`src/pq_unit_consts.svh`:
```
// Timing and sizing constants for the product and quotient unit.
// Assumes it is included by bare name from every file that needs them.
`ifndef PQ_UNIT_CONSTS_SVH
`define PQ_UNIT_CONSTS_SVH

// Width of each operand and of each result register half.
`define OPND_W 32
// Width of the second-operand slice taken by one multiplier pass.
`define SLICE_W 16

// Iterations skipped by the early-in check, by dividend width class.
`define DIV8_SKIP 5'h17
`define DIV16_SKIP 5'h0F
`define DIV24_SKIP 5'h07
`define DIV32_SKIP 5'h00

// Divide latency in clocks, by dividend width class.
`define DIV8_LAT 6'h0C
`define DIV16_LAT 6'h13
`define DIV24_LAT 6'h1A
`define DIV32_LAT 6'h21

// Full iteration count of the one-bit-per-clock divider.
`define DIV_FULL_ITER 6'h20

// Remaining clocks before a divide writes back at which issue reopens.
`define DIV_ISSUE_WINDOW 6'h02

`endif

```
`src/pq_types_pkg.sv`:
```
// Types shared by the product and quotient unit, its checker, the pipe model and the bench.
// Assumes nothing of its surroundings.
package pq_types_pkg;

    // Operation issued by the integer pipe.
    typedef enum logic [2:0] {
        product_to_accumulator = 3'h0,
        product_accumulate_add = 3'h1,
        product_accumulate_sub = 3'h2,
        product_to_register    = 3'h3,
        quotient_op            = 3'h4
    } op_t;

    // Multiplier pass sequencer, one-hot.
    typedef enum logic [2:0] {
        MUL_IDLE   = 3'h1,
        MUL_FIRST  = 3'h2,
        MUL_SECOND = 3'h4
    } mul_state_t;

    // Divider iteration sequencer, one-hot.
    typedef enum logic [1:0] {
        DIV_IDLE = 2'h1,
        DIV_RUN  = 2'h2
    } div_state_t;

endpackage

```
`src/booth_mult_33x17.sv`:
```
// Radix-4 Booth-recoded multiplier, 33-bit by 17-bit, both signed.
// Assumes the caller extends unsigned operands with a zero sign bit.
module booth_mult_33x17 (
    input  wire logic [32:0] multiplicand,
    input  wire logic [16:0] multiplier,
    output logic      [49:0] product
);

    // Multiplier with an extra sign bit on top and the implicit zero below.
    logic [18:0] recode_bits;
    // Multiplicand sign-extended to product width, once and twice.
    logic [49:0] mcand_x1;
    logic [49:0] mcand_x2;
    // Running sum of partial products.
    logic [49:0] running [10];

    assign recode_bits = {multiplier[16], multiplier, 1'b0};
    assign mcand_x1    = {{17{multiplicand[32]}}, multiplicand};
    assign mcand_x2    = {mcand_x1[48:0], 1'b0};
    assign running[0]  = '0;

    // Each Booth digit selects 0, +-1 or +-2 times the multiplicand.
    for (genvar g = 0; g < 9; g++) begin : g_digit
        logic [49:0] pp;
        always_comb begin
            unique case (recode_bits[2*g+2 -: 3])
                3'h0, 3'h7: pp = '0;
                3'h1, 3'h2: pp = mcand_x1;
                3'h3:       pp = mcand_x2;
                3'h4:       pp = -mcand_x2;
                3'h5, 3'h6: pp = -mcand_x1;
            endcase
        end
        assign running[g+1] = running[g] + (pp << (2 * g));
    end

    assign product = running[9];

endmodule // booth_mult_33x17

```
`src/product_quotient_unit.sv`:
```
// Multiply and divide unit that sits beside the integer pipe.
// Assumes the integer pipe holds an issue while issue_stall is high.
`include "pq_unit_consts.svh"

module product_quotient_unit
    import pq_types_pkg::*;
(
    input  wire logic        core_clk,
    input  wire logic        resetn,
    input  wire logic        clk_en,
    input  wire logic        issue_valid,
    input  wire op_t         issue_op,
    input  wire logic        issue_signed,
    input  wire logic [31:0] operand_a,
    input  wire logic [31:0] operand_b,
    output logic             issue_stall,
    output logic      [31:0] upper_result,
    output logic      [31:0] bottom_result,
    output logic      [31:0] gpr_result,
    output logic             gpr_valid,
    output logic             div_busy
);

    // Issue handshake.
    logic        accept;           // An operation is taken this clock.
    logic        is_mul;           // The issued operation is a multiply.
    logic        b_fits16;         // Second operand fits one pass.

    // Multiplier pipeline state.
    mul_state_t  mul_state;        // Which pass is pending.
    op_t         m_op;             // Operation in the multiplier.
    logic        m_signed;         // Signed operands.
    logic [31:0] m_a;              // First operand.
    logic [31:0] m_b;              // Second operand.
    logic        m_two;            // Needs two passes.
    logic [49:0] m_part;           // Low-slice product of pass one.
    logic [32:0] mcand;            // Booth multiplicand.
    logic [16:0] mplier;           // Booth multiplier slice.
    logic [49:0] booth_prod;       // Product of the current pass.
    logic        mul_final;        // The current pass is the last one.
    logic [63:0] full_product;     // Complete 64-bit product.
    logic [63:0] acc_src;          // Accumulator value to build on.
    logic [63:0] next_acc;         // New upper and bottom value.

    // Register-product stage.
    logic        gpr_stage_valid;  // Product waits one clock here.
    logic [31:0] gpr_stage;        // Low word of that product.

    // Divider state.
    div_state_t  div_state;        // Iterating or idle.
    logic [31:0] div_rem;          // Partial remainder.
    logic [31:0] div_q;            // Dividend shifting out, quotient in.
    logic [31:0] div_den;          // Divisor magnitude.
    logic        neg_q;            // Quotient must be negated.
    logic        neg_r;            // Remainder must be negated.
    logic [5:0]  iter_cnt;         // Iterations left.
    logic [5:0]  wb_cnt;           // Clocks left until write-back.
    logic        wb_fire;          // Write-back happens at this edge.
    logic [31:0] hold_q;           // Finished quotient awaiting write.
    logic [31:0] hold_r;           // Finished remainder awaiting write.

    // Divider load and step values.
    logic [31:0] a_abs;            // Dividend magnitude.
    logic [31:0] b_abs;            // Divisor magnitude.
    logic [4:0]  div_skip;         // Iterations skipped by early-in.
    logic [5:0]  div_lat;          // Latency of this divide.
    logic [32:0] trial;            // Shifted remainder minus divisor.
    logic [32:0] rem_shift;        // Remainder with next dividend bit.
    logic [31:0] step_rem;         // Remainder after one iteration.
    logic [31:0] step_q;           // Quotient after one iteration.

    // Multiply when the operation is anything but a divide.
    assign is_mul = (issue_op != quotient_op);

    // Only the second operand decides the pass count.
    always_comb begin
        if (issue_signed) begin
            b_fits16 = (&operand_b[31:15]) | ~(|operand_b[31:15]);
        end else begin
            b_fits16 = ~(|operand_b[31:16]);
        end
    end

    // Issue closes while a second pass is due or a divide is far from done.
    always_comb begin
        issue_stall = 1'b0;
        if (mul_state == MUL_FIRST && m_two) begin
            issue_stall = 1'b1;
        end
        if (wb_cnt > `DIV_ISSUE_WINDOW) begin
            issue_stall = 1'b1;
        end
    end

    // A frozen clock enable takes nothing.
    assign accept = clk_en & issue_valid & ~issue_stall;

    // Divider activity seen from outside.
    assign div_busy = (div_state == DIV_RUN) | (wb_cnt != 6'h00) | wb_fire;

    // Booth operands: signed operands carry their sign in the top bit.
    always_comb begin
        mcand = {m_signed & m_a[31], m_a};
        if (mul_state == MUL_SECOND) begin
            mplier = {m_signed & m_b[31], m_b[31:16]};
        end else if (m_two) begin
            mplier = {1'b0, m_b[15:0]};
        end else begin
            mplier = {m_signed & m_b[15], m_b[15:0]};
        end
    end

    // One pass through the 32x16 array per clock.
    booth_mult_33x17 u_booth (
        .multiplicand (mcand),
        .multiplier   (mplier),
        .product      (booth_prod)
    );

    // The last pass is the only pass of a short operand, else the second.
    assign mul_final = (mul_state == MUL_FIRST && !m_two)
                     | (mul_state == MUL_SECOND);

    // The second pass weighs the upper slice by 16 bits over the first.
    always_comb begin
        if (mul_state == MUL_SECOND) begin
            full_product = {booth_prod[47:0], 16'h0000}
                         + {{14{m_part[49]}}, m_part};
        end else begin
            full_product = {{14{booth_prod[49]}}, booth_prod};
        end
    end

    // A divide that lands this edge is forwarded into an accumulation.
    assign acc_src = wb_fire ? {hold_r, hold_q}
                             : {upper_result, bottom_result};

    // Accumulator update by operation.
    always_comb begin
        unique case (m_op)
            product_accumulate_add: next_acc = acc_src + full_product;
            product_accumulate_sub: next_acc = acc_src - full_product;
            default:                next_acc = full_product;
        endcase
    end

    // Pass sequencer; it advances regardless of integer pipe stalls.
    always_ff @(posedge core_clk or negedge resetn) begin
        if (!resetn) begin
            mul_state <= MUL_IDLE;
        end else if (clk_en) begin
            if (accept && is_mul) begin
                mul_state <= MUL_FIRST;
            end else if (mul_state == MUL_FIRST && m_two) begin
                mul_state <= MUL_SECOND;
            end else begin
                mul_state <= MUL_IDLE;
            end
        end
    end

    // Operand capture at issue and the pass-one partial product.
    always_ff @(posedge core_clk or negedge resetn) begin
        if (!resetn) begin
            m_op     <= product_to_accumulator;
            m_signed <= 1'b0;
            m_a      <= '0;
            m_b      <= '0;
            m_two    <= 1'b0;
            m_part   <= '0;
        end else if (clk_en) begin
            if (accept && is_mul) begin
                m_op     <= issue_op;
                m_signed <= issue_signed;
                m_a      <= operand_a;
                m_b      <= operand_b;
                m_two    <= ~b_fits16;
            end
            if (mul_state == MUL_FIRST && m_two) begin
                m_part <= booth_prod;
            end
        end
    end

    // Upper and bottom results; a multiply landing with a divide wins.
    always_ff @(posedge core_clk or negedge resetn) begin
        if (!resetn) begin
            upper_result  <= '0;
            bottom_result <= '0;
        end else if (clk_en) begin
            if (mul_final && m_op != product_to_register) begin
                upper_result  <= next_acc[63:32];
                bottom_result <= next_acc[31:0];
            end else if (wb_fire) begin
                upper_result  <= hold_r;
                bottom_result <= hold_q;
            end
        end
    end

    // Register products take one more clock than accumulator products.
    always_ff @(posedge core_clk or negedge resetn) begin
        if (!resetn) begin
            gpr_stage_valid <= 1'b0;
            gpr_stage       <= '0;
            gpr_valid       <= 1'b0;
            gpr_result      <= '0;
        end else if (clk_en) begin
            gpr_stage_valid <= mul_final && m_op == product_to_register;
            if (mul_final && m_op == product_to_register) begin
                gpr_stage <= full_product[31:0];
            end
            gpr_valid <= gpr_stage_valid;
            if (gpr_stage_valid) begin
                gpr_result <= gpr_stage;
            end
        end
    end

    // Divide operand magnitudes and signs.
    always_comb begin
        a_abs = (issue_signed && operand_a[31]) ? -operand_a : operand_a;
        b_abs = (issue_signed && operand_b[31]) ? -operand_b : operand_b;
    end

    // Early-in check on the sign extension of the dividend.
    always_comb begin
        div_skip = `DIV32_SKIP;
        div_lat  = `DIV32_LAT;
        if (issue_signed ? (&operand_a[31:7]) | ~(|operand_a[31:7])
                         : ~(|operand_a[31:8])) begin
            div_skip = `DIV8_SKIP;
            div_lat  = `DIV8_LAT;
        end else if (issue_signed ? (&operand_a[31:15]) | ~(|operand_a[31:15])
                                  : ~(|operand_a[31:16])) begin
            div_skip = `DIV16_SKIP;
            div_lat  = `DIV16_LAT;
        end else if (issue_signed ? (&operand_a[31:23]) | ~(|operand_a[31:23])
                                  : ~(|operand_a[31:24])) begin
            div_skip = `DIV24_SKIP;
            div_lat  = `DIV24_LAT;
        end
    end

    // Restoring step: shift in one dividend bit, subtract if it fits.
    always_comb begin
        rem_shift = {div_rem, div_q[31]};
        trial     = rem_shift - {1'b0, div_den};
        if (!trial[32]) begin
            step_rem = trial[31:0];
            step_q   = {div_q[30:0], 1'b1};
        end else begin
            step_rem = rem_shift[31:0];
            step_q   = {div_q[30:0], 1'b0};
        end
    end

    // Divider iterations; a new divide may load on the last iteration.
    always_ff @(posedge core_clk or negedge resetn) begin
        if (!resetn) begin
            div_state <= DIV_IDLE;
            div_rem   <= '0;
            div_q     <= '0;
            div_den   <= '0;
            neg_q     <= 1'b0;
            neg_r     <= 1'b0;
            iter_cnt  <= '0;
        end else if (clk_en) begin
            if (accept && !is_mul) begin
                div_state <= DIV_RUN;
                div_rem   <= '0;
                div_q     <= a_abs << div_skip;
                div_den   <= b_abs;
                neg_q     <= issue_signed & (operand_a[31] ^ operand_b[31]);
                neg_r     <= issue_signed & operand_a[31];
                iter_cnt  <= `DIV_FULL_ITER - {1'b0, div_skip};
            end else if (div_state == DIV_RUN) begin
                div_rem  <= step_rem;
                div_q    <= step_q;
                iter_cnt <= iter_cnt - 6'h01;
                if (iter_cnt == 6'h01) begin
                    div_state <= DIV_IDLE;
                end
            end
        end
    end

    // Finished results are held, sign-corrected, until write-back.
    always_ff @(posedge core_clk or negedge resetn) begin
        if (!resetn) begin
            hold_q <= '0;
            hold_r <= '0;
        end else if (clk_en) begin
            if (div_state == DIV_RUN && iter_cnt == 6'h01) begin
                hold_q <= neg_q ? -step_q : step_q;
                hold_r <= neg_r ? -step_rem : step_rem;
            end
        end
    end

    // Write-back countdown sets the divide latency; issue reopens one early.
    always_ff @(posedge core_clk or negedge resetn) begin
        if (!resetn) begin
            wb_cnt  <= '0;
            wb_fire <= 1'b0;
        end else if (clk_en) begin
            wb_fire <= (wb_cnt == `DIV_ISSUE_WINDOW);
            if (accept && !is_mul) begin
                wb_cnt <= div_lat;
            end else if (wb_cnt != 6'h00) begin
                wb_cnt <= wb_cnt - 6'h01;
            end
        end
    end

endmodule // product_quotient_unit

```
`config.mk`:
```
export PLATFORM = sky130hd
export DESIGN_NAME = product_quotient_unit
export DESIGN_NICKNAME = d
export VERILOG_FILES = /design/src/pq_types_pkg.sv /design/src/booth_mult_33x17.sv /design/src/product_quotient_unit.sv
export VERILOG_INCLUDE_DIRS = /design/src
export SDC_FILE = /design/constraint.sdc
export NUM_CORES = 2
export LEC_CHECK = 0
export ABC_AREA = 1
export BUFFER_PORTS_ARGS = -buffer_cell sky130_fd_sc_hd__clkbuf_2
export CELL_PAD_IN_SITES_DETAIL_PLACEMENT = 0
export CELL_PAD_IN_SITES_GLOBAL_PLACEMENT = 1
export CORE_ASPECT_RATIO = 0.75
export CORE_MARGIN = 1
export CORE_UTILIZATION = 51
export CTS_CLUSTER_SIZE = 30
export DETAILED_ROUTE_END_ITERATION = 7
export PLACE_DENSITY_LB_ADDON = 0.25
export SYNTH_ARGS = -nofsm -noshare
export SYNTH_HDL_FRONTEND = slang
export SYNTH_SLANG_ARGS = --single-unit
```
`constraint.sdc`:
```
create_clock -name core_clk -period 29.7 [get_ports core_clk]
set_input_delay 1.485 -clock core_clk [delete_from_list [all_inputs] [get_ports core_clk]]
set_output_delay 1.485 -clock core_clk [all_outputs]
set_load 0.01 [all_outputs]
```
==> out/summary.md <==
In this run, post-CTS repair resized a total of 0 instances. The detailed-placement wirelength estimate is 182,000 um, and the Yosys warning count is 0. The detail route stage leaves a number of antenna-violating nets equal to 0. After layout, the worst path uses 51.5% of the clock period. The worst setup path is captured at a flop. Clock latency on the worst-skew pair, taken at its later pin, is 0.67 ns. The number of buffers added on ports came out at 170.

The violation count after the first detailed-route iteration is 8,776, and the layout cell share with drive strength beyond 1 is 7.19%. The run gives 0 as the setup-violating endpoint count in the final report. The average vias per placed instance is 6.45. The netlist uses 71 different library cells. Clock tree synthesis selected as its root buffer the cell sky130_fd_sc_hd__clkbuf_16. The required time reported for the critical path endpoint is 30.28 ns. The remaining global-route overflow was 0. The sort of element at the start of the critical path is a flop. The clock skew after layout is 0.0628 ns. The flow ran to the end, but the final reports show violations.

By instance count, the cell type seen most on the critical path is sky130_fd_sc_hd__nand2_1. In this design, the stage delay of the slowest critical-path cell is 0.69 ns. The top cell type by area accounts for 21.3% of the synthesized area. The clock sink total came out at 429. The critical path in this run is classified as flop to flop.

The die covers 99,600 um^2. Timing would allow up to 65.4 MHz. For the number of placement rows, the log shows 99. The worst hold path was traced through 2 stages. The starting utilization of the core area came out at 51.5%. Setup repair after global routing left no endpoint under its margin. The core region is 97,400 um^2. For this run, the leading register cell type out of synthesis is sky130_fd_sc_hd__dfrtp_1.

The flop and latch count out of synthesis was 429; the via count was 55,900. Clock-pin slew was measured on the worst setup and hold paths at 0.07 ns. 171 I/O pins were placed.

The logs give 0 ns for the accumulated negative setup slack and 15.88 ns for the endpoint arrival time on the critical path. The number of max-capacitance violations reported is 0. Counting cells, the worst reg-to-reg path comes to 51. The logs give 0 for the cts-stage hold buffer count and 12 for the number of antenna violations at the first check in global routing.

The register with the most flip-flops in the layout has 50 of them. The first detailed-routing pass took 8 iterations. Headroom to the max-slew limit came out at 4.95%. The net count of the finished layout is 7,876. The H-tree generated during clock tree synthesis spans 2 levels. For this run, asynchronously set or reset flops after synthesis account for 100%.

At the pin with the least slew margin, the transition time is 1.42 ns. The count of pins over their slew limit came out at 0. The synthesized instance count is 7,336, and the post-detailed-route DRC marker count is 35. Summed over all layers, the routed wires come to 234,000 um. Synthesis produced a netlist with a net count of 7,905. The count of flip-flops with a built-in enable after synthesis works out to 0. In this run the worst path has a maximum fanout of 48.

Library cell with the largest summed area after synthesis: sky130_fd_sc_hd__dfrtp_1. The die width was 364 um. After synthesis, the cell types taking the most area are sky130_fd_sc_hd__dfrtp_1, sky130_fd_sc_hd__nand2_1, sky130_fd_sc_hd__fa_1. For this design, the slowest cell found on the critical path is sky130_fd_sc_hd__inv_1. Entering global routing, the biggest net connects 149 pins. The synthesized netlist occupies a cell area of 50,100 um^2.

The share of the Yosys chip area taken by registers is 21.4%. Post-detailed-route wirelength per cell: 27.0 um. Counting flops per register, the top entry is m_part. The number of buffers created by CTS is 48. At the end of routability-driven placement, the weighted congestion stood at 1.09. The post-CTS setup repair buffer count was 0. The run gives 3 as the worst-case clock buffer depth. Path type of the worst min-delay path: flop to flop. The via count of the first global-routing pass is 51,200. The chip height came out at 274 um. The final design utilization is 55.3%, and the synthesized area divided by synthesized cell count is 6.83 um^2.

The tools report the first-pass GRT wire length as 341,000 um. TritonCTS built the clock tree. The clock period minus worst slack is 15.30 ns. The count of endpoints failing hold in the final timing report came out at 0. Relative to the synthesized area, the layout overhead comes to 7.39%. The final reports fail on design-rule violations.

The total global-route track usage is 45.9%.
[cells in the final DEF (no fill, tap or decap), types with 29 or more instances in the layout]
cell type / instances
sky130_fd_sc_hd__a21oi_1: 468
sky130_fd_sc_hd__a221oi_1: 86
sky130_fd_sc_hd__a22oi_1: 110
sky130_fd_sc_hd__a31oi_1: 52
sky130_fd_sc_hd__buf_4: 82
sky130_fd_sc_hd__clkbuf_16: 48
sky130_fd_sc_hd__clkbuf_2: 169
sky130_fd_sc_hd__dfrtp_1: 426
sky130_fd_sc_hd__fa_1: 274
sky130_fd_sc_hd__ha_1: 223
sky130_fd_sc_hd__inv_1: 1043
sky130_fd_sc_hd__inv_2: 30
sky130_fd_sc_hd__nand2_1: 1602
sky130_fd_sc_hd__nand3_1: 294
sky130_fd_sc_hd__nand3b_1: 29
sky130_fd_sc_hd__nand4_1: 60
sky130_fd_sc_hd__nor2_1: 538
sky130_fd_sc_hd__nor3_1: 83
sky130_fd_sc_hd__o211ai_1: 67
sky130_fd_sc_hd__o21ai_0: 675
sky130_fd_sc_hd__o21ai_1: 32
sky130_fd_sc_hd__o221ai_1: 81
sky130_fd_sc_hd__o22ai_1: 221
sky130_fd_sc_hd__or2_2: 30
sky130_fd_sc_hd__xnor2_1: 61
sky130_fd_sc_hd__xor2_1: 206
[per-stage QoR]
stage,instance area (um^2),hold WS (ns),worst slack (ns),cells
floorplan,50100,0.442,19.46,7336
global placement,52000,0.455,15.23,8570
detailed placement,52000,0.459,15.13,8570
CTS,53800,0.475,15.07,8660
global route,53800,0.493,13.94,8660
finish,53800,0.476,14.40,8666
[Yosys cell counts, drive strengths merged (3+ instances only)]
cell type	n
o221a	3
a21oi	474
a221oi	86
o21bai	14
a22oi	110
xor2	208
dfrtp	427
o31ai	16
nand3	307
a31oi	52
o21a	21
nand4	61
xnor2	61
ha	223
fa	274
nand3b	29
clkinv	28
nand2	1632
o211ai	67
mux2	26
o221ai	82
inv	1073
or2	33
clkbuf	285
nor3	88
o311ai	3
and3	7
and2	13
a21boi	6
nor2	565
o21ai	713
buf	47
a21o	16
nor4	27
o22ai	221
a211oi	19
[kinds of logic (layout without fill, tap and decap cells)]
family | Yosys count | after routing | share of synthesized area (%)
compound gates | 1913 | 1913 | 22.6
xor+xnor | 269 | 269 | 4.70
fa+ha+maj | 497 | 497 | 16.5
buf+inv | 1433 | 1444 | 10.9
flops | 429 | 429 | 21.4
mux | 27 | 27 | 0.604
other cells | 0 | 6 | 0
simple gates | 2768 | 2768 | 23.2
[area by class of cell]
cell class,instances,area (um^2)
antenna,6,15.0
clock buffer,59,1320
clock inverter,31,479
fill,9746,43500
inverter,1101,4130
multi-input combinational,5474,34000
sequential,429,10700
tap,1313,1640
timing repair buffer,253,1500
[per-layer routing]
layer / share of wire (%) / wire [um] / track usage, %
met4: 3.9 / 9140 / 14.0
met5: 0.25 / 590 / 3.44
met3: 16 / 38300 / 19.8
met2: 37 / 86900 / 60.0
met1: 42 / 98900 / 66.5
[worst max-delay path, delay by kind of cell, from the launching register on]
kind	cells	cell delay, ns
buffers and inverters	6	1.81
XOR/XNOR	2	0.53
AO/OA/AOI/OAI	9	2.55
AND/OR/NAND/NOR	27	6.47
adder cells (fa/ha/maj)	7	3.38
flip-flops	1	0.40
[path summary, 6_finish.rpt]
kind                                    end  slack (ns)         start
setup reg to reg           upper_result[17]       14.40  mul_state[1]
hold / removal                    m_part[2]        0.48     m_part[2]
max in group asynchronous  upper_result[14]       26.72        resetn
hold reg to reg                   m_part[2]        0.48     m_part[2]
min in group asynchronous        m_part[15]        0.77        resetn
setup / recovery           upper_result[17]       14.40  mul_state[1]
Power is not shown: default switching activity piles up to over one toggle a cycle in this logic, so the estimate is an artifact.
